--- config.mk ---
export PLATFORM = sky130hd
export DESIGN_NAME = efs_top
export DESIGN_NICKNAME = d
export VERILOG_FILES = /design/src/core/efs_pkg.sv /design/src/core/efs_top.sv /design/src/core/efs_wait_timer.sv
export SDC_FILE = /design/constraint.sdc
export NUM_CORES = 1
export LEC_CHECK = 0
export ABC_AREA = 1
export BUFFER_PORTS_ARGS = -buffer_cell sky130_fd_sc_hd__buf_2
export CAP_MARGIN = 20
export CELL_PAD_IN_SITES_DETAIL_PLACEMENT = 0
export CELL_PAD_IN_SITES_GLOBAL_PLACEMENT = 1
export CORE_MARGIN = 2
export CORE_UTILIZATION = 40
export CTS_BUF_LIST = sky130_fd_sc_hd__clkbuf_16
export DETAILED_ROUTE_END_ITERATION = 8
export PLACE_DENSITY = 0.93
export SLEW_MARGIN = 5
export SYNTH_ARGS = -nofsm -noshare
export SYNTH_HDL_FRONTEND = slang
export SYNTH_SLANG_ARGS = --single-unit
--- constraint.sdc ---
create_clock -name clk_sys -period 2.9 [get_ports clk_sys]
set_clock_uncertainty 0.15 [all_clocks]
set_input_delay 0.29 -clock clk_sys [delete_from_list [all_inputs] [get_ports clk_sys]]
set_output_delay 0.29 -clock clk_sys [all_outputs]
set_load 0.01 [all_outputs]
--- src/core/efs_pkg.sv ---
// Shared constants and types of the event flow sequencer
package efs_pkg;
  // Register byte offsets on the APB bus
  localparam logic [11:0] EFS_OFS_CTRL      = 12'h000;
  localparam logic [11:0] EFS_OFS_HIT_WAIT  = 12'h004;
  localparam logic [11:0] EFS_OFS_ROAD_WAIT = 12'h008;
  localparam logic [11:0] EFS_OFS_STATUS    = 12'h00C;
  localparam logic [11:0] EFS_OFS_EVENT_ID  = 12'h010;
  localparam logic [11:0] EFS_OFS_ERROR     = 12'h014;
  // Control register field positions
  localparam int EFS_CTRL_INIT_BIT   = 0;
  localparam int EFS_CTRL_TMODE_BIT  = 1;
  localparam int EFS_CTRL_FREEZE_BIT = 2;
  localparam int EFS_CTRL_FRZERR_BIT = 3;
  localparam int EFS_CTRL_W          = 4;
  // Status register field positions
  localparam int EFS_STAT_HIT_LSB  = 0;
  localparam int EFS_STAT_ROAD_LSB = 4;
  localparam int EFS_STAT_FRZ_BIT  = 8;
  // Error flag positions
  localparam int EFS_ERR_HIT_EOE  = 0;
  localparam int EFS_ERR_ROAD_EOE = 1;
  localparam int EFS_ERR_W        = 2;
  // Widths
  localparam int EFS_WAIT_W = 16;
  localparam int EFS_ID_W   = 16;
  localparam int EFS_AUX_W  = 32;
  // Reset values: init held after reset so software releases the flow
  localparam logic [EFS_CTRL_W-1:0] EFS_CTRL_RST = 4'h1;
  localparam logic [EFS_WAIT_W-1:0] EFS_WAIT_RST = 16'h0004;
  localparam logic [EFS_ID_W-1:0]   EFS_ID_RST   = 16'h0000;
  // Hit loading state machine
  typedef enum logic [1:0] {
    EFS_H_INIT   = 2'b00,
    EFS_H_LOAD   = 2'b01,
    EFS_H_SWITCH = 2'b10
  } efs_hit_e;
  // Road readout state machine
  typedef enum logic [1:0] {
    EFS_R_INIT = 2'b00,
    EFS_R_IDLE = 2'b01,
    EFS_R_SEND = 2'b10,
    EFS_R_WAIT = 2'b11
  } efs_road_e;
endpackage

--- src/core/efs_top.sv ---
// Event flow sequencer: hit and road state machines with APB registers
//
// The implementer's own choices: the APB register port and the placing of the registers.
`timescale 1ns/10ps
module efs_top
(
  // Clock and reset
  input  wire logic                          clk_sys,
  input  wire logic                          sys_rst,
  // APB slave
  input  wire logic                          psel,
  input  wire logic                          penable,
  input  wire logic                          pwrite,
  input  wire logic [11:0]                   paddr,
  input  wire logic [31:0]                   pwdata,
  output logic      [31:0]                   prdata,
  output logic                               pready,
  output logic                               pslverr,
  // Hit distribution chip
  input  wire logic                          hit_end_event,
  input  wire logic [efs_pkg::EFS_AUX_W-1:0] hit_aux_in,
  // Road readout chip
  input  wire logic                          road_end_event,
  output logic                               road_go,
  // Board wide controls
  output logic                               event_restart,
  output logic                               init_out,
  output logic                               tmode_out,
  output logic                               freeze_out,
  output logic      [efs_pkg::EFS_AUX_W-1:0] aux_out
);
  import efs_pkg::*;

  ////////////////////////////////////////////////////////////////////////////////
  // Declarations

  logic [EFS_CTRL_W-1:0] ctrl;            // Init, test mode, freeze, freeze-on-error
  logic [EFS_CTRL_W-1:0] next_ctrl;
  logic [EFS_WAIT_W-1:0] hit_wait;        // Event switch wait length
  logic [EFS_WAIT_W-1:0] next_hit_wait;
  logic [EFS_WAIT_W-1:0] road_wait;       // Readout wait length
  logic [EFS_WAIT_W-1:0] next_road_wait;
  logic [EFS_ERR_W-1:0]  err;             // Sticky protocol errors
  logic [EFS_ERR_W-1:0]  next_err;
  logic [31:0]           next_prdata;
  logic                  next_pready;
  logic                  next_pslverr;
  logic                  wr_en;           // Write takes effect this edge
  logic                  mapped;          // Address hits a register

  efs_hit_e              hit_st;          // Hit loading machine
  efs_hit_e              next_hit_st;
  efs_road_e             road_st;         // Road readout machine
  efs_road_e             next_road_st;
  logic                  hit_eoe_pend;    // Hit end-event seen, not yet used
  logic                  next_hit_eoe_pend;
  logic [EFS_ID_W-1:0]   event_id;        // Identifier of the current event
  logic [EFS_ID_W-1:0]   next_event_id;
  logic                  hit_done;        // Switch wait over
  logic                  road_done;       // Readout wait over
  logic                  enter_switch;
  logic                  enter_rwait;
  logic                  init_now;
  logic [EFS_WAIT_W-1:0] rwait_cnt, next_rwait_cnt;  // Checker helper: cycles in readout wait
  logic [EFS_WAIT_W-1:0] rwait_len, next_rwait_len;  // Checker helper: wait length at entry

  ////////////////////////////////////////////////////////////////////////////////
  // APB register file

  // A write lands only on the edge where the access phase completes
  assign wr_en  = psel && penable && pready && pwrite;
  assign mapped = (paddr == EFS_OFS_CTRL) || (paddr == EFS_OFS_HIT_WAIT) ||
                  (paddr == EFS_OFS_ROAD_WAIT) || (paddr == EFS_OFS_STATUS) ||
                  (paddr == EFS_OFS_EVENT_ID) || (paddr == EFS_OFS_ERROR);

  // Next register contents and bus answer
  always_comb
  begin
    next_ctrl      = ctrl;
    next_hit_wait  = hit_wait;
    next_road_wait = road_wait;
    next_err       = err;
    next_prdata    = prdata;
    // Answer one cycle after setup: one wait-free access phase
    next_pready    = psel && !penable;
    next_pslverr   = psel && !penable && !mapped;
    if (wr_en)
    begin
      case (paddr)
        EFS_OFS_CTRL:      next_ctrl = pwdata[EFS_CTRL_W-1:0];
        EFS_OFS_HIT_WAIT:  next_hit_wait = pwdata[EFS_WAIT_W-1:0];
        EFS_OFS_ROAD_WAIT: next_road_wait = pwdata[EFS_WAIT_W-1:0];
        EFS_OFS_ERROR:     next_err = err & ~pwdata[EFS_ERR_W-1:0];
        default:           next_err = err;
      endcase
    end
    // Hardware set wins over a same-cycle software clear
    if (hit_end_event && hit_st != EFS_H_LOAD)
      next_err[EFS_ERR_HIT_EOE] = 1'b1;
    if (road_end_event && road_st != EFS_R_SEND)
      next_err[EFS_ERR_ROAD_EOE] = 1'b1;
    // Read data prepared in setup so it stands through the access phase
    if (psel && !penable && !pwrite)
    begin
      case (paddr)
        EFS_OFS_CTRL:      next_prdata = {{(32-EFS_CTRL_W){1'b0}}, ctrl};
        EFS_OFS_HIT_WAIT:  next_prdata = {{(32-EFS_WAIT_W){1'b0}}, hit_wait};
        EFS_OFS_ROAD_WAIT: next_prdata = {{(32-EFS_WAIT_W){1'b0}}, road_wait};
        EFS_OFS_STATUS:
        begin
          next_prdata = 32'h0000_0000;
          next_prdata[EFS_STAT_HIT_LSB +: 2]  = hit_st;
          next_prdata[EFS_STAT_ROAD_LSB +: 2] = road_st;
          next_prdata[EFS_STAT_FRZ_BIT]       = freeze_out;
        end
        EFS_OFS_EVENT_ID:  next_prdata = {{(32-EFS_ID_W){1'b0}}, event_id};
        EFS_OFS_ERROR:     next_prdata = {{(32-EFS_ERR_W){1'b0}}, err};
        default:           next_prdata = 32'h0000_0000;
      endcase
    end
  end

  // Register file flops
  always_ff @(posedge clk_sys)
  begin
    if (sys_rst)
    begin
      ctrl      <= EFS_CTRL_RST;
      hit_wait  <= EFS_WAIT_RST;
      road_wait <= EFS_WAIT_RST;
      err       <= '0;
      prdata    <= 32'h0000_0000;
      pready    <= 1'b0;
      pslverr   <= 1'b0;
    end
    else
    begin
      ctrl      <= next_ctrl;
      hit_wait  <= next_hit_wait;
      road_wait <= next_road_wait;
      err       <= next_err;
      prdata    <= next_prdata;
      pready    <= next_pready;
      pslverr   <= next_pslverr;
    end
  end

  ////////////////////////////////////////////////////////////////////////////////
  // Wait timers

  // Each timer is loaded on entry to its waiting state
  efs_wait_timer u_hit_timer
  (
    .clk_sys (clk_sys),
    .sys_rst (sys_rst),
    .load    (enter_switch),
    .len     (hit_wait),
    .done    (hit_done)
  );

  efs_wait_timer u_road_timer
  (
    .clk_sys (clk_sys),
    .sys_rst (sys_rst),
    .load    (enter_rwait),
    .len     (road_wait),
    .done    (road_done)
  );

  ////////////////////////////////////////////////////////////////////////////////
  // Event sequencing

  assign init_now = ctrl[EFS_CTRL_INIT_BIT];

  // Both machines computed together since each looks at the other
  always_comb
  begin
    next_hit_st       = hit_st;
    next_road_st      = road_st;
    next_event_id     = event_id;
    // Remember the end-event so a busy readout does not lose it
    next_hit_eoe_pend = hit_eoe_pend || hit_end_event;
    enter_switch      = 1'b0;
    enter_rwait       = 1'b0;
    if (init_now)
    begin
      next_hit_st       = EFS_H_INIT;
      next_road_st      = EFS_R_INIT;
      next_hit_eoe_pend = 1'b0;
    end
    else
    begin
      // Hit loading machine
      case (hit_st)
        EFS_H_INIT:   next_hit_st = EFS_H_LOAD;
        EFS_H_LOAD:
        begin
          // Leave only with the event complete and the readout idle
          if (next_hit_eoe_pend && road_st == EFS_R_IDLE)
          begin
            next_hit_st       = EFS_H_SWITCH;
            enter_switch      = 1'b1;
            next_hit_eoe_pend = 1'b0;
            next_event_id     = hit_aux_in[EFS_ID_W-1:0];
          end
        end
        EFS_H_SWITCH:
        begin
          if (hit_done)
            next_hit_st = EFS_H_LOAD;
        end
        default:      next_hit_st = EFS_H_INIT;
      endcase
      // Road readout machine
      case (road_st)
        EFS_R_INIT:   next_road_st = EFS_R_IDLE;
        EFS_R_IDLE:
        begin
          // Start together with the event switch, one event behind
          if (enter_switch)
            next_road_st = EFS_R_SEND;
        end
        EFS_R_SEND:
        begin
          // The road chip signals when all roads are forwarded
          if (road_end_event)
          begin
            next_road_st = EFS_R_WAIT;
            enter_rwait  = 1'b1;
          end
        end
        EFS_R_WAIT:
        begin
          if (road_done)
            next_road_st = EFS_R_IDLE;
        end
        default:      next_road_st = EFS_R_INIT;
      endcase
    end
  end

  // Sequencer flops and registered outputs
  always_ff @(posedge clk_sys)
  begin
    if (sys_rst)
    begin
      hit_st        <= EFS_H_INIT;
      road_st       <= EFS_R_INIT;
      hit_eoe_pend  <= 1'b0;
      event_id      <= EFS_ID_RST;
      event_restart <= 1'b0;
      road_go       <= 1'b0;
      init_out      <= 1'b1;
      tmode_out     <= 1'b0;
      freeze_out    <= 1'b0;
      aux_out       <= '0;
    end
    else
    begin
      hit_st        <= next_hit_st;
      road_st       <= next_road_st;
      hit_eoe_pend  <= next_hit_eoe_pend;
      event_id      <= next_event_id;
      // One-cycle restart on the first cycle of the event switch
      event_restart <= enter_switch;
      // Readout-go stands for exactly the sending state
      road_go       <= (next_road_st == EFS_R_SEND);
      init_out      <= next_ctrl[EFS_CTRL_INIT_BIT];
      tmode_out     <= next_ctrl[EFS_CTRL_TMODE_BIT];
      // Freeze is decided here only: by software or on an error
      freeze_out    <= next_ctrl[EFS_CTRL_FREEZE_BIT] ||
                       (next_ctrl[EFS_CTRL_FRZERR_BIT] && (next_err != '0));
      // Spare bus: errors in the upper half, event id in the lower
      aux_out       <= {{(EFS_AUX_W-EFS_ID_W-EFS_ERR_W){1'b0}}, next_err,
                        next_event_id};
    end
  end

  ////////////////////////////////////////////////////////////////////////////////
  // Assertions

  a_init_holds_fsm: assert property (@(posedge clk_sys) disable iff (sys_rst)
    $past(init_now) |-> (hit_st == EFS_H_INIT && road_st == EFS_R_INIT))
    else $error("state machines not held in init");

  a_release_advance: assert property (@(posedge clk_sys) disable iff (sys_rst)
    (hit_st == EFS_H_INIT && !init_now) |=> (hit_st == EFS_H_LOAD && road_st == EFS_R_IDLE))
    else $error("machines did not advance after init release");

  a_switch_needs_idle: assert property (@(posedge clk_sys) disable iff (sys_rst)
    (hit_st == EFS_H_LOAD && !init_now ##1 hit_st == EFS_H_SWITCH)
      |-> $past(road_st) == EFS_R_IDLE)
    else $error("event switch entered with readout busy");

  a_restart_pulse: assert property (@(posedge clk_sys) disable iff (sys_rst)
    $rose(hit_st == EFS_H_SWITCH) |-> event_restart ##1 !event_restart)
    else $error("restart not a single pulse on switch entry");

  a_switch_length: assert property (@(posedge clk_sys) disable iff (sys_rst || init_now)
    ($rose(hit_st == EFS_H_SWITCH) && hit_wait == 16'h0000) |=> hit_st == EFS_H_LOAD)
    else $error("zero wait switch did not last one cycle");

  a_road_follows: assert property (@(posedge clk_sys) disable iff (sys_rst)
    $rose(hit_st == EFS_H_SWITCH) |-> road_st == EFS_R_SEND)
    else $error("readout not sending with event switch");

  a_road_go_state: assert property (@(posedge clk_sys) disable iff (sys_rst)
    road_go == (road_st == EFS_R_SEND))
    else $error("readout-go does not match sending state");

  // Checker helper: a wait of up to 65536 cycles is counted here, not unrolled in a property
  always_comb
  begin
    next_rwait_len = enter_rwait ? road_wait : rwait_len;
    next_rwait_cnt = (road_st == EFS_R_WAIT) ? rwait_cnt + 1'b1 : '0;
  end
  always_ff @(posedge clk_sys)
  begin
    rwait_cnt <= sys_rst ? '0 : next_rwait_cnt;
    rwait_len <= sys_rst ? '0 : next_rwait_len;
  end

  a_road_wait_entry: assert property(@(posedge clk_sys) disable iff (sys_rst || init_now)
    (road_st == EFS_R_SEND && road_end_event) |=> road_st == EFS_R_WAIT)
    else $error("readout wait not entered");

  a_road_wait_len: assert property (@(posedge clk_sys) disable iff (sys_rst || init_now)
    road_st == EFS_R_WAIT |=> (road_st == EFS_R_IDLE) == ($past(rwait_cnt) == rwait_len))
    else $error("readout wait length not kept");

  a_idle_no_send: assert property (@(posedge clk_sys) disable iff (sys_rst)
    (road_st == EFS_R_IDLE && hit_st != EFS_H_SWITCH ##1 road_st == EFS_R_SEND)
      |-> hit_st == EFS_H_SWITCH)
    else $error("readout left idle without a loaded event");

  a_freeze_sw: assert property (@(posedge clk_sys) disable iff (sys_rst)
    ctrl[EFS_CTRL_FREEZE_BIT] |-> freeze_out)
    else $error("software freeze not driven");

  a_relay_tmode: assert property (@(posedge clk_sys) disable iff (sys_rst)
    (tmode_out == ctrl[EFS_CTRL_TMODE_BIT]) && (init_out == ctrl[EFS_CTRL_INIT_BIT]))
    else $error("init or test mode not relayed");

  a_aux_event_id: assert property (@(posedge clk_sys) disable iff (sys_rst)
    aux_out[EFS_ID_W-1:0] == event_id)
    else $error("spare bus does not carry event id");
endmodule // efs_top

--- src/core/efs_wait_timer.sv ---
// Programmable wait counter: a stay of len+1 cycles after a load
`timescale 1ns/10ps
module efs_wait_timer
(
  // Clock and reset
  input  wire logic                          clk_sys,
  input  wire logic                          sys_rst,
  // Control
  input  wire logic                          load,
  input  wire logic [efs_pkg::EFS_WAIT_W-1:0] len,
  // Result
  output logic                               done
);
  import efs_pkg::*;

  logic [EFS_WAIT_W-1:0] cnt;       // Remaining cycles
  logic [EFS_WAIT_W-1:0] next_cnt;  // Next count

  // Load on entry, then count down and stop at zero
  always_comb
  begin
    next_cnt = cnt;
    if (load)
      next_cnt = len;
    else if (cnt != '0)
      next_cnt = cnt - 1'b1;
  end

  // Count register
  always_ff @(posedge clk_sys)
  begin
    if (sys_rst)
      cnt <= '0;
    else
      cnt <= next_cnt;
  end

  // Zero count means the stay is over; a zero length gives one cycle
  assign done = (cnt == '0);
endmodule // efs_wait_timer

After elaboration in Yosys (flattened, before gate mapping):

Index checks and enable logic that the tools add are counted.

* word-level logic and storage cells: 104
* register bits: 162

* bitwise gates (word level): 2
* reduce and logical (&&, ||, !) cells: 34
* multiplexer cells: 31
* $add $sub $neg: 2
* eq/ne operators: 15

Operators by type and width (count)
* 2-to-1 mux 16 bit: 7
* case mux 16 bit (6 select lines): 1
* zero test 16 bit: 2
* nonzero test 16 bit: 2
* subtractor 16 x 1 -> 16 bit (second input constant): 2
* == test 12 x 4 -> 1 bit (second input constant): 2
* == test 12 x 5 -> 1 bit (second input constant): 2
* 2-to-1 mux 2 bit: 8
* == test 12 x 3 -> 1 bit (second input constant): 1
* zero test 12 bit: 1
* 2-to-1 mux 1 bit: 11
* logical AND 1 bit: 10
* == test 2 bit (second input constant): 4
* 2-to-1 mux 4 bit: 2
* case mux 2 bit (4 select lines): 1
* logical OR 1 bit: 7
* inequality test 2 bit (second input constant): 3
* case mux 2 bit (3 select lines): 1
* AND reduction 2 bit: 3
* nonzero test 2 bit: 3
* == test 2 x 1 -> 1 bit (second input constant): 2
* zero test 2 bit: 2
* zero test 1 bit: 3
* bitwise AND 2 bit: 1
* other kinds (3): 3

Longest topological paths before layout:

Gate-level depths: netlist (run 1).

* depth in word-level cells: 9
* gate-level depth with buffers: 11
* mapped depth without buffers: 10

Cells and area by module:

Synthesis (run 1) repeated with hierarchy kept, for this count alone.

* cell total of the unflattened synthesis: 870
* area, all modules: 5973.2 um2

By module, submodules not included
* efs_top: cells an instance 514, area an instance 3716.1 um2, instances 1
* efs_wait_timer: cells an instance 178, area an instance 1128.6 um2, instances 2

Least setup slack after synthesis (run 1):

OpenSTA, ideal clock, no wires.

* path kind: register -> register
* start: reg u_hit_timer.cnt[0]
* end: reg u_hit_timer.cnt[14]
* clock period less this slack: 1576 ps
* stages on the path, launching flop included: 9
* data arrival time: 1352 ps
* data required time: 2676 ps
* slack: 1324 ps
* path through: dfxtp_1 > inv_1 > ha_1 > nand3_1 > nor3_1 > nand3_1 > nand2_1 > nand3_1 > o21ai_0

* word-level cells in the longest chain between the ends: 3

Ends and longest elaborated chain
* start, declared: RTL line efs_wait_timer.sv:16 `logic [EFS_WAIT_W-1:0] cnt;`
* start signal, assigned: RTL line efs_wait_timer.sv:35 `cnt <= next_cnt;`
* subtractor 16 x 1 -> 16 bit: RTL line efs_wait_timer.sv:26 `next_cnt = cnt - 1'b1;`
* 2-to-1 mux 16 bit: RTL line efs_wait_timer.sv:25 `else if (cnt != '0)`
* 2-to-1 mux 16 bit: RTL line efs_wait_timer.sv:23 `if (load)`

Parallel ways exist; a longest one is shown, timed or not. The select of a mux whose other input is x is not followed.
A chain may end at the register's enable or synchronous reset.

Final worst setup path (run 1):

* start: reg pready
* end: reg hit_wait[0]

* word-level cells in the longest chain between the ends: 3

Ends and longest elaborated chain
* start, declared: RTL line efs_top.sv:17 `output logic pready,`
* start signal, assigned: RTL line efs_top.sv:143 `pready <= next_pready;`
* logical AND 1 bit (2 in a row): RTL line efs_top.sv:71 `assign wr_en = psel && penable && pready && pwrite;`
* AND reduction 2 bit (no line)
* end signal, assigned: RTL line efs_top.sv:139 `hit_wait <= next_hit_wait;`
* end, declared: RTL line efs_top.sv:39 `logic [EFS_WAIT_W-1:0] hit_wait;`

Every way passes these cells.

==> results of run 1 <==
## repair_timing
item / in CTS / in global routing
endpoints found under the hold margin: 6 / 0
hold buffers: 6 / 0
resized for setup: 0 / 0
## per-layer routing
layer	track usage [%]	vias up
met2	33.1	159
met3	2.37	17
met5	0	-
met4	7.61	0
li1	-	2732
met1	29.0	2474
## logic make-up (layout without fill, tap and decap cells)
| logic type | after synthesis | after routing |
|---|---|---|
| AND/OR/NAND/NOR | 428 | 428 |
| buffers and inverters | 125 | 182 |
| AO/OA/AOI/OAI | 120 | 120 |
| flip-flops | 112 | 112 |
| XOR/XNOR | 24 | 24 |
| adder cells (fa/ha/maj) | 4 | 4 |
| other | 1 | 30 |
## power by group
part	switching (mW)	internal, mW
clock network	0.595	0.761
logic	0.938	0.582
registers	0.123	1.71
## registers in the layout, indices dropped and copies added (netlist names)
register / flops
aux_out: 16
ctrl: 4
err: 2
event_restart: 1
freeze_out: 1
hit_eoe_pend: 1
hit_st: 2
hit_wait: 16
prdata: 16
pready: 1
pslverr: 1
road_go: 1
road_st: 2
road_wait: 16
u_hit_timer.cnt: 16
u_road_timer.cnt: 16
## synthesized netlist by cell type, types with 2 or more instances
library cell / number
nand2_1: 180
nor2_1: 127
dfxtp_1: 112
nand3_1: 81
a21oi_1: 61
inv_1: 57
o21ai_0: 46
buf_4: 33
xor2_1: 18
clkbuf_1: 12
nor2_2: 11
buf_2: 10
nand4_1: 10
nor3_1: 8
buf_6: 6
inv_2: 6
xnor2_1: 6
ha_1: 4
o21a_1: 3
a211oi_1: 2
a31oi_1: 2
nand2_4: 2
nand3_2: 2
nor2_4: 2
nor3_4: 2
o211ai_1: 2
## tightest hold or removal path, delay by kind of cell
kind          cells  cell delay, ns
buf+inv           1            0.07
simple gates      2            0.11
## final cells by class
cell class	count	area [sq um]
clock buffer	9	225
clock inverter	7	97.6
fill	1467	7380
inverter	64	240
multi-input combinational	606	2870
sequential	112	2240
tap	180	225
timing repair buffer	102	553
## path summary, 6_finish.rpt
check / startpoint / end / slack (ns) / cells after the start
hold reg to reg: prdata[10] / prdata[10] / 0.31 / 2
hold / removal: hit_aux_in[14] / aux_out[14] / 0.006 / 3
setup reg to reg: pready / hit_wait[0] / 0.94 / 5
setup / recovery: pready / hit_wait[0] / 0.94 / 5
## stage by stage
stage / setup slack (ns) / util, % / area, sq um
floorplan: 1.32 / - / 5760
global placement: 0.852 / 43.9 / 6070
detailed placement: 0.845 / 43.9 / 6070
CTS: 0.905 / 46.7 / 6450
global route: 0.767 / 46.7 / 6450
finish: 0.940 / 46.7 / 6450
==> flow_summary.toml, run 1 <==
[synth]
synth_flop_cell = "dfxtp_1"
synthMuxAreaShare_pct = 0
synth_top_family_by_area = "simple AND/OR/NAND/NOR gates"
synth-xor-area-share_pct = 3.72
synth_compound_area_share_pct = 11.2
postSynthCellCount = 814
synth.ff_latch_count = 112
synth_top_cell_by_area = "dfxtp_1"
async_flop_share_pct = 0
synth_cell_types = 35
synth_area_leaders = "dfxtp_1 (40%), nand2_1 (12%), nor2_1 (8.4%), nand3_1 (7.2%), a21oi_1 (5.4%)"
ys_seq_area_share_pct = 39.7
synth_edf_count = 0
synthAdderAreaFrac_pct = 0.886
netlist.area_leader.share_pct = 39.7
syn_avg_cell_area_sq_um = 6.94
syn_area_sq_um = 5650
yosys.area_share.simple_pct = 32.9
synth_warnings = 0

[floorplan]
ios = 154
start_util_pct = 40.9
coreArea_sq_um = 13800
dieArea_sq_um = 15100
rows = 43
dieWidth_um = 123
die_y_um = 123

[status]
status = "completed"

[sta]
period_minus_slack_ns = 1.96
slew_violations = 0
setup_viol = 0
slew_headroom_pct = 49.4
tightest_slew_ns = 0.759
setup_tns_ns = 0
rsz0062_at_grt = "no"
min_period_over_period_pct = 67.6
hold_ws_ns = 0.00595
fmax_ghz = 0.510
hold_viol = 0

[critical_path]
start_kind = "flip-flop"
path_buf_inv = 1
crit_fanout = 18
cp_top_family = "simple AND/OR/NAND/NOR gates"
critical-path-max-stage-delay_ns = 0.39
crit_slowest_cell = "inv_2"
cp.arrival_ns = 2.04
crit_type = "reg -> reg"
endpoint_kind = "flip-flop"
crit_chain = "nand4_1 > inv_2 > nand4_4 > o21ai_0 > a21oi_1"
cp.required_ns = 2.98

[drt]
firstDrtPassIters = 5
drc = 0
vias = 5382
wl_met3_um = 775
routedWlPerCell_um = 14.0
ant_nets = 0
wl_met2_mm = 7.02
routed_wl_mm = 15.2
drt_iter0_markers = 295
drt-met1-wl_mm = 7.08
routed_via_density = 4.98
top_layer = "met4"

[clocking]
cts_sinks = 112
cts-htree-levels = 3
cts_buffers = 9
cts.path.max_buffers = 2
clkTransAtPathRegs_ns = 0.07
cts_root_buf = "clkbuf_16"
cts_tree = "built"
cts_setup_buffers = 0
insertion_delay_ns = 0.36

[final_layout]
area_growth_pct = 14.1
drive_gt1_share_pct = 15.2
fin_cells = 1080
final_common_cell = "nand2_1"
diodes = 0
final_cell_mix = "nand2_1 (180), nor2_1 (127), dfxtp_1 (112)"
nNetsFinal = 982

[global_route]
track_usage_pct = 20.8
grt_pass1_wl_mm = 24.5
grt_max_degree = 70
grt_overflow = 0
grt_antenna_before_repair = 0
grt_pass1_vias = 4863

[worst_hold_path]
min_path_type = "in -> reg"

[placement]
dp.cells = 1058
portBuffers = 91
hpwl_mm = 11.0
globalplace.congestion = 0.899

[pwr]
vdd_ir_drop_max_uv = 334
power.density_nw_per_um2 = 730
power_mw = 4.71
p_leak_nw = 3.01

[flow_run]
max_cap_violations = 0
Note: power is estimated with default switching activity, not from simulation.
==> inputs of run 2 (changes only) <==
Settings changed: CORE_UTILIZATION 40 to 33, PLACE_DENSITY 0.93 to 0.83.
Clock period 2.9 ns to 1.7 ns, I/O delays scaled along.
==> run 2 against run 1 <==
  * Utilization is 3.3 points lower
  * Sequential cell count stayed put
  * First-iteration DRC count is 19% higher
  * Fmax is 25% higher
  * Register-to-register slack worse by 0.81 ns
  * Via count is 5.6% higher
  * Die area is 20% higher
  * Count of clock-buffer cells in the layout stayed put
  * Worst hold slack better by 0.045 ns
  * Critical path depth is 4 higher
  * Sequential share of layout area is 3.7 points lower
  * Worst setup slack worse by 0.81 ns
==> flow_summary.toml, run 2 (synthesis gave the netlist of run 1 again) <==
[status]
status = "completed"

[sta]
slew_headroom_pct = 61.4
setup_viol = 0
setup_tns_ns = 0
tightest_slew_ns = 0.579
slew_violations = 0
fmax_ghz = 0.635
rsz0062_at_grt = "no"
period_minus_slack_ns = 1.57
min_period_over_period_pct = 92.6
hold_viol = 0

[critical_path]
cp.required_ns = 1.77
start_kind = "flip-flop"
endpoint_kind = "flip-flop"
reg2reg_to = "u_road_timer.cnt[2]"
crit_fanout = 9
startpoint = "u_road_timer.cnt[10]"
r2r_start = "u_road_timer.cnt[10]"
cp.arrival_ns = 1.65
crit_type = "reg -> reg"
worstSetupEndpoint = "u_road_timer.cnt[2]"
reg2reg_slack_ns = 0.13
rr_worst_depth = 9

[drt]
drt_iter0_markers = 350
routed_via_density = 4.77
routedWlPerCell_um = 13.8
drc = 0
top_layer = "met4"
firstDrtPassIters = 6
vias = 5685
wl_met2_mm = 7.25
ant_nets = 0
wl_met3_um = 971
routed_wl_mm = 16.5
drt-met1-wl_mm = 7.80

[global_route]
grt_pass1_wl_mm = 26.4
grt_antenna_before_repair = 0
grt_max_degree = 54
track_usage_pct = 18.4
grt_pass1_vias = 5295
grt_overflow = 0

[clocking]
cts_sinks = 112
cts_tree = "built"
cts.path.max_buffers = 2
cts_root_buf = "clkbuf_16"
cts-htree-levels = 3
clkTransAtPathRegs_ns = 0.07
insertion_delay_ns = 0.36
cts_buffers = 9

[placement]
hpwl_mm = 12.4
globalplace.congestion = 0.819
portBuffers = 91

[pwr]
power.density_nw_per_um2 = 1140
p_leak_nw = 3.35
power_mw = 8.24
vdd_ir_drop_max_uv = 608

[final_layout]
area_growth_pct = 27.7
drive_gt1_share_pct = 20.0
fillCellCount = 1729
final_cell_mix = "nand2_1 (178), nor2_1 (118), dfxtp_1 (112)"
final_common_cell = "nand2_1"
diodes = 0
nNetsFinal = 1054

[floorplan]
die_y_um = 135
start_util_pct = 34.0
dieArea_sq_um = 18200
rows = 47
coreArea_sq_um = 16600
dieWidth_um = 135
ios = 154

[flow_run]
max_cap_violations = 0

[worst_hold_path]
min_path_type = "in -> reg"
==> run 2: changes by cell type in the layout (fill, tap and decap cells not counted), moves of 7 or more <==
cell and change:
buf_4 +35, nor2_1 -9, nor2_2 +9, buf_12 +7
dlygate4sd3_1 +29
==> run 2: critical path: stages (launching register included) <==
cell	delay, ns
dfxtp_1	0.34
nor2_2	0.15
nand2_1	0.09
nor2_1	0.14
inv_1	0.06
nor2_2	0.16
nor2_2	0.05
buf_4	0.16
nand2_1	0.07
a21oi_1	0.06
==> run 2: what timing repair did <==
action / CTS / global route
endpoints found under the hold margin: 52 / 0
gates resized for setup: 0 / 19
hold buffers: 35 / 0
setup buffers: 0 / 1
endpoints found under the setup margin: 0 / 33
==> run 2: area by class of cell <==
cell class | count | area (sq um) | area share (%)
tap | 220 | 275 | 3.81
timing repair buffer | 174 | 1260 | 17.4
multi-input combinational | 606 | 2920 | 40.4
sequential | 112 | 2240 | 31.1
clock buffer | 9 | 225 | 3.12
inverter | 64 | 243 | 3.36
clock inverter | 7 | 56.3 | 0.780
==> run 2: worst min path at each step <==
stage	slack [ns]	startpoint	end	depth (start not counted)
floorplan	0.14	pwdata[0]	ctrl[0]	2
global placement	0.24	hit_aux_in[2]	aux_out[2]	3
detailed placement	0.25	hit_aux_in[3]	aux_out[3]	3
CTS	0.05	road_end_event	road_st[0]	5
global route	0.10	sys_rst	u_road_timer.cnt[15]	3
finish	0.05	road_end_event	road_st[0]	5
==> run 2: per-stage QoR <==
stage,worst slack [ns],util (%),hold WS [ns],instance area (sq um),std cells
floorplan,0.124,-,0.140,5760,843
global placement,0.0683,39.2,0.244,6520,1140
detailed placement,0.0316,39.2,0.250,6520,1140
CTS,0.0194,43.0,0.0513,7150,1191
global route,0.000944,43.4,0.104,7220,1192
finish,0.125,43.4,0.0510,7220,1192
==> run 2: routing by layer <==
layer | track usage (%) | vias to the layer above
li1 | - | 2875
met1 | 25.4 | 2600
met2 | 28.5 | 187
met3 | 2.89 | 23
met4 | 7.60 | 0
met5 | 0 | -
==> run 2: power by group <==
group | switching (mW) | leakage (nW) | internal [mW]
sequential | 0.227 | 0.909 | 2.92
clock | 0.976 | 0.144 | 1.12
combinational | 1.70 | 2.30 | 1.30
==> inputs of run 3 (changes only) <==
Settings changed: ABC_AREA 1 to not set, CORE_MARGIN 2 to not set, CORE_UTILIZATION 33 to 34, PLACE_DENSITY 0.83 to 0.84.
==> run 3 against run 2 <==
  * The run now ends with design-rule violations, negative setup slack left
  * Area after synthesis shrank 8.0%
  * Die area shrank 13%
  * Wire length grew 0.65%
  * Combinational power grew 56%
  * Sequential share of layout area shrank 2.0 points
  * Critical path type unchanged
==> flow_summary.toml, run 3 <==
[sta]
min_period_over_period_pct = 133
fmax_ghz = 0.441
setup_viol = 40
rsz0062_at_grt = "yes"
period_minus_slack_ns = 2.27
setup_ws_ns = -0.569
slew_violations = 0
hold_viol = 0

[critical_path]
crit_slowest_cell = "or4_4"
path_buf_inv = 1
crit_chain = "or4_4 > or4_4 > or2_4 > buf_6 > a211oi_2 > nor4_2"
cp.depth = 6
cp.required_ns = 1.78
cp_top_family = "simple AND/OR/NAND/NOR gates"
start_kind = "flip-flop"
cp_common_cell = "or4_4"
endpoint_kind = "flip-flop"
crit_fanout = 6
cp.arrival_ns = 2.35
crit_type = "reg -> reg"
rr_worst_depth = 6
critical-path-max-stage-delay_ns = 0.53

[clocking]
cts_tree = "built"
cts_root_buf = "clkbuf_16"
cts_sinks = 112
cts_buffers = 9
cts.path.max_buffers = 2
insertion_delay_ns = 0.35
clkTransAtPathRegs_ns = 0.07
cts-htree-levels = 3

[global_route]
track_usage_pct = 20.6
grt_overflow = 0
grt_antenna_before_repair = 1
grt_pass1_wl_mm = 25.6
grt_pass1_vias = 5119
grt_max_degree = 62

[pwr]
netSwitchingFraction_pct = 34.1
vdd_ir_drop_max_uv = 636
power.density_nw_per_um2 = 1270
intPower_mw = 6.52
power_frac_seq_pct = 32.8
switching_power_mw = 3.37
p_leak_nw = 3.18
power_frac_clock_pct = 19.9
power_frac_comb_pct = 47.4
power_mw = 9.89

[synth]
synth_top_cell_by_area = "dfxtp_1"
synth_cell_types = 53
synthMostInstantiatedCell = "nand2_1"
synthTopCellsByCount = "nand2_1 (127), dfxtp_1 (112), a21oi_1 (62)"
async_flop_share_pct = 0
syn_area_sq_um = 5200
synth_area_leaders = "dfxtp_1 (43%), nand2_1 (9.2%), a21oi_1 (6.0%), buf_4 (4.3%), a22oi_1 (3.6%)"
synth_warnings = 0
postSynthCellCount = 638
syn_avg_cell_area_sq_um = 8.15
synth.ff_latch_count = 112
netlist.area_leader.share_pct = 43.1
synth_edf_count = 0
ys_seq_area_share_pct = 43.1
synth_flop_cell = "dfxtp_1"

[floorplan]
dieWidth_um = 126
start_util_pct = 35.2
ios = 154
rows = 44
coreArea_sq_um = 14800
die_y_um = 126
dieArea_sq_um = 15800

[drt]
ant_nets = 0
vias = 5307
routed_via_density = 5.09
drc = 10
firstDrtPassIters = 7
drt_iter0_markers = 373
routedWlPerCell_um = 15.9
routed_wl_mm = 16.6

[final_layout]
final_cell_mix = "nand2_1 (104), dfxtp_1 (101), buf_4 (96)"
fillCellCount = 1397
area_growth_pct = 49.3
nNetsFinal = 940
final_cell_area_sq_um = 7760
final_common_cell = "nand2_1"
drive_gt1_share_pct = 38.0

[placement]
globalplace.congestion = 0.845
placed_cell_area_sq_um = 6650
hpwl_mm = 11.3
preCtsSetupSlack_ns = -0.674
portBuffers = 91

[worst_hold_path]
min_path_type = "in -> reg"
holdPathStages = 3

[status]
status = "complete, but fails checks"
violations = "design-rule violations, negative setup slack"

[flow_run]
max_cap_violations = 0
[run 3: changes by cell type after synthesis, sizes merged, moves of 23 or more]
cell,delta
nor2,-103
nand3,-75
inv,-56
nand2,-55
a22oi,+24
clkbuf,+23
[run 3: metal layers]
metal	track usage [%]	part of all wire, %
met3	3.91	5.2
met4	6.60	2.1
met5	0	0
met2	34.7	48
met1	26.4	45
[run 3: through the flow]
step / util (%) / std cells / setup TNS (ns) / hold WS (ns)
2_1_floorplan: - / 667 / -12.50 / 0.109
3_3_place_gp: 45.0 / 984 / -16.46 / 0.249
3_5_place_dp: 45.1 / 985 / -17.79 / 0.259
4_1_cts: 51.0 / 1039 / -10.74 / 0.0169
5_1_grt: 52.6 / 1043 / -14.40 / 0.0603
6_report: 52.6 / 1043 / -11.59 / 0.0381
[run 3: final timing paths]
kind / start / end / slack (ns)
max: u_hit_timer.cnt[10] / u_hit_timer.cnt[10] / -0.57
min: road_end_event / road_go / 0.04
max reg2reg: u_hit_timer.cnt[10] / u_hit_timer.cnt[10] / -0.57
min reg2reg: hit_wait[5] / hit_wait[5] / 0.32
[run 3: power groups by stage]
stage          clock (mW)  combinational, mW  sequential [mW]
6_report             1.97               4.68             3.24
5_1_grt              2.09               5.11             3.28
3_3_place_gp            0               3.71             3.25
2_1_floorplan           0               2.21             3.33
3_5_place_dp            0               3.76             3.25
4_1_cts              2.00               4.20             3.22
[run 3: layout make-up]
cell class	instances	area (sq um)	area share, %
multi-input combinational	482	3150	40.6
sequential	112	2260	29.1
timing repair buffer	241	1830	23.5
tap	184	230	2.97
clock buffer	9	225	2.90
clock inverter	7	38.8	0.500
inverter	7	31.3	0.403
antenna	1	2.50	0.0322
[run 3: cell families after synthesis]
| kind of cell | share of synthesized area (%) |
|---|---|
| AO/OA/AOI/OAI | 18.4 |
| other | 0.0721 |
| XOR/XNOR | 3.54 |
| AND/OR/NAND/NOR | 24.0 |
| multiplexers | 2.41 |
| flip-flops | 43.1 |
| adder cells (fa/ha/maj) | 0.963 |
| buffers and inverters | 7.58 |
[run 3: worst register-to-register path, delay by kind of cell (launching register included)]
kind | cells | cell delay (ns)
AOI/OAI and AO/OA | 1 | 0.20
and+or+nand+nor | 4 | 1.33
buffers and inverters | 1 | 0.14
DFF | 1 | 0.32
[run 3: repair_timing]
action	CTS	global route
cloned	1	2
setup buffers	3	1
pin swaps	40	19
endpoints found under the hold margin	52	0
hold buffers	34	0
resized for setup	57	53
setup endpoints to repair	46	52
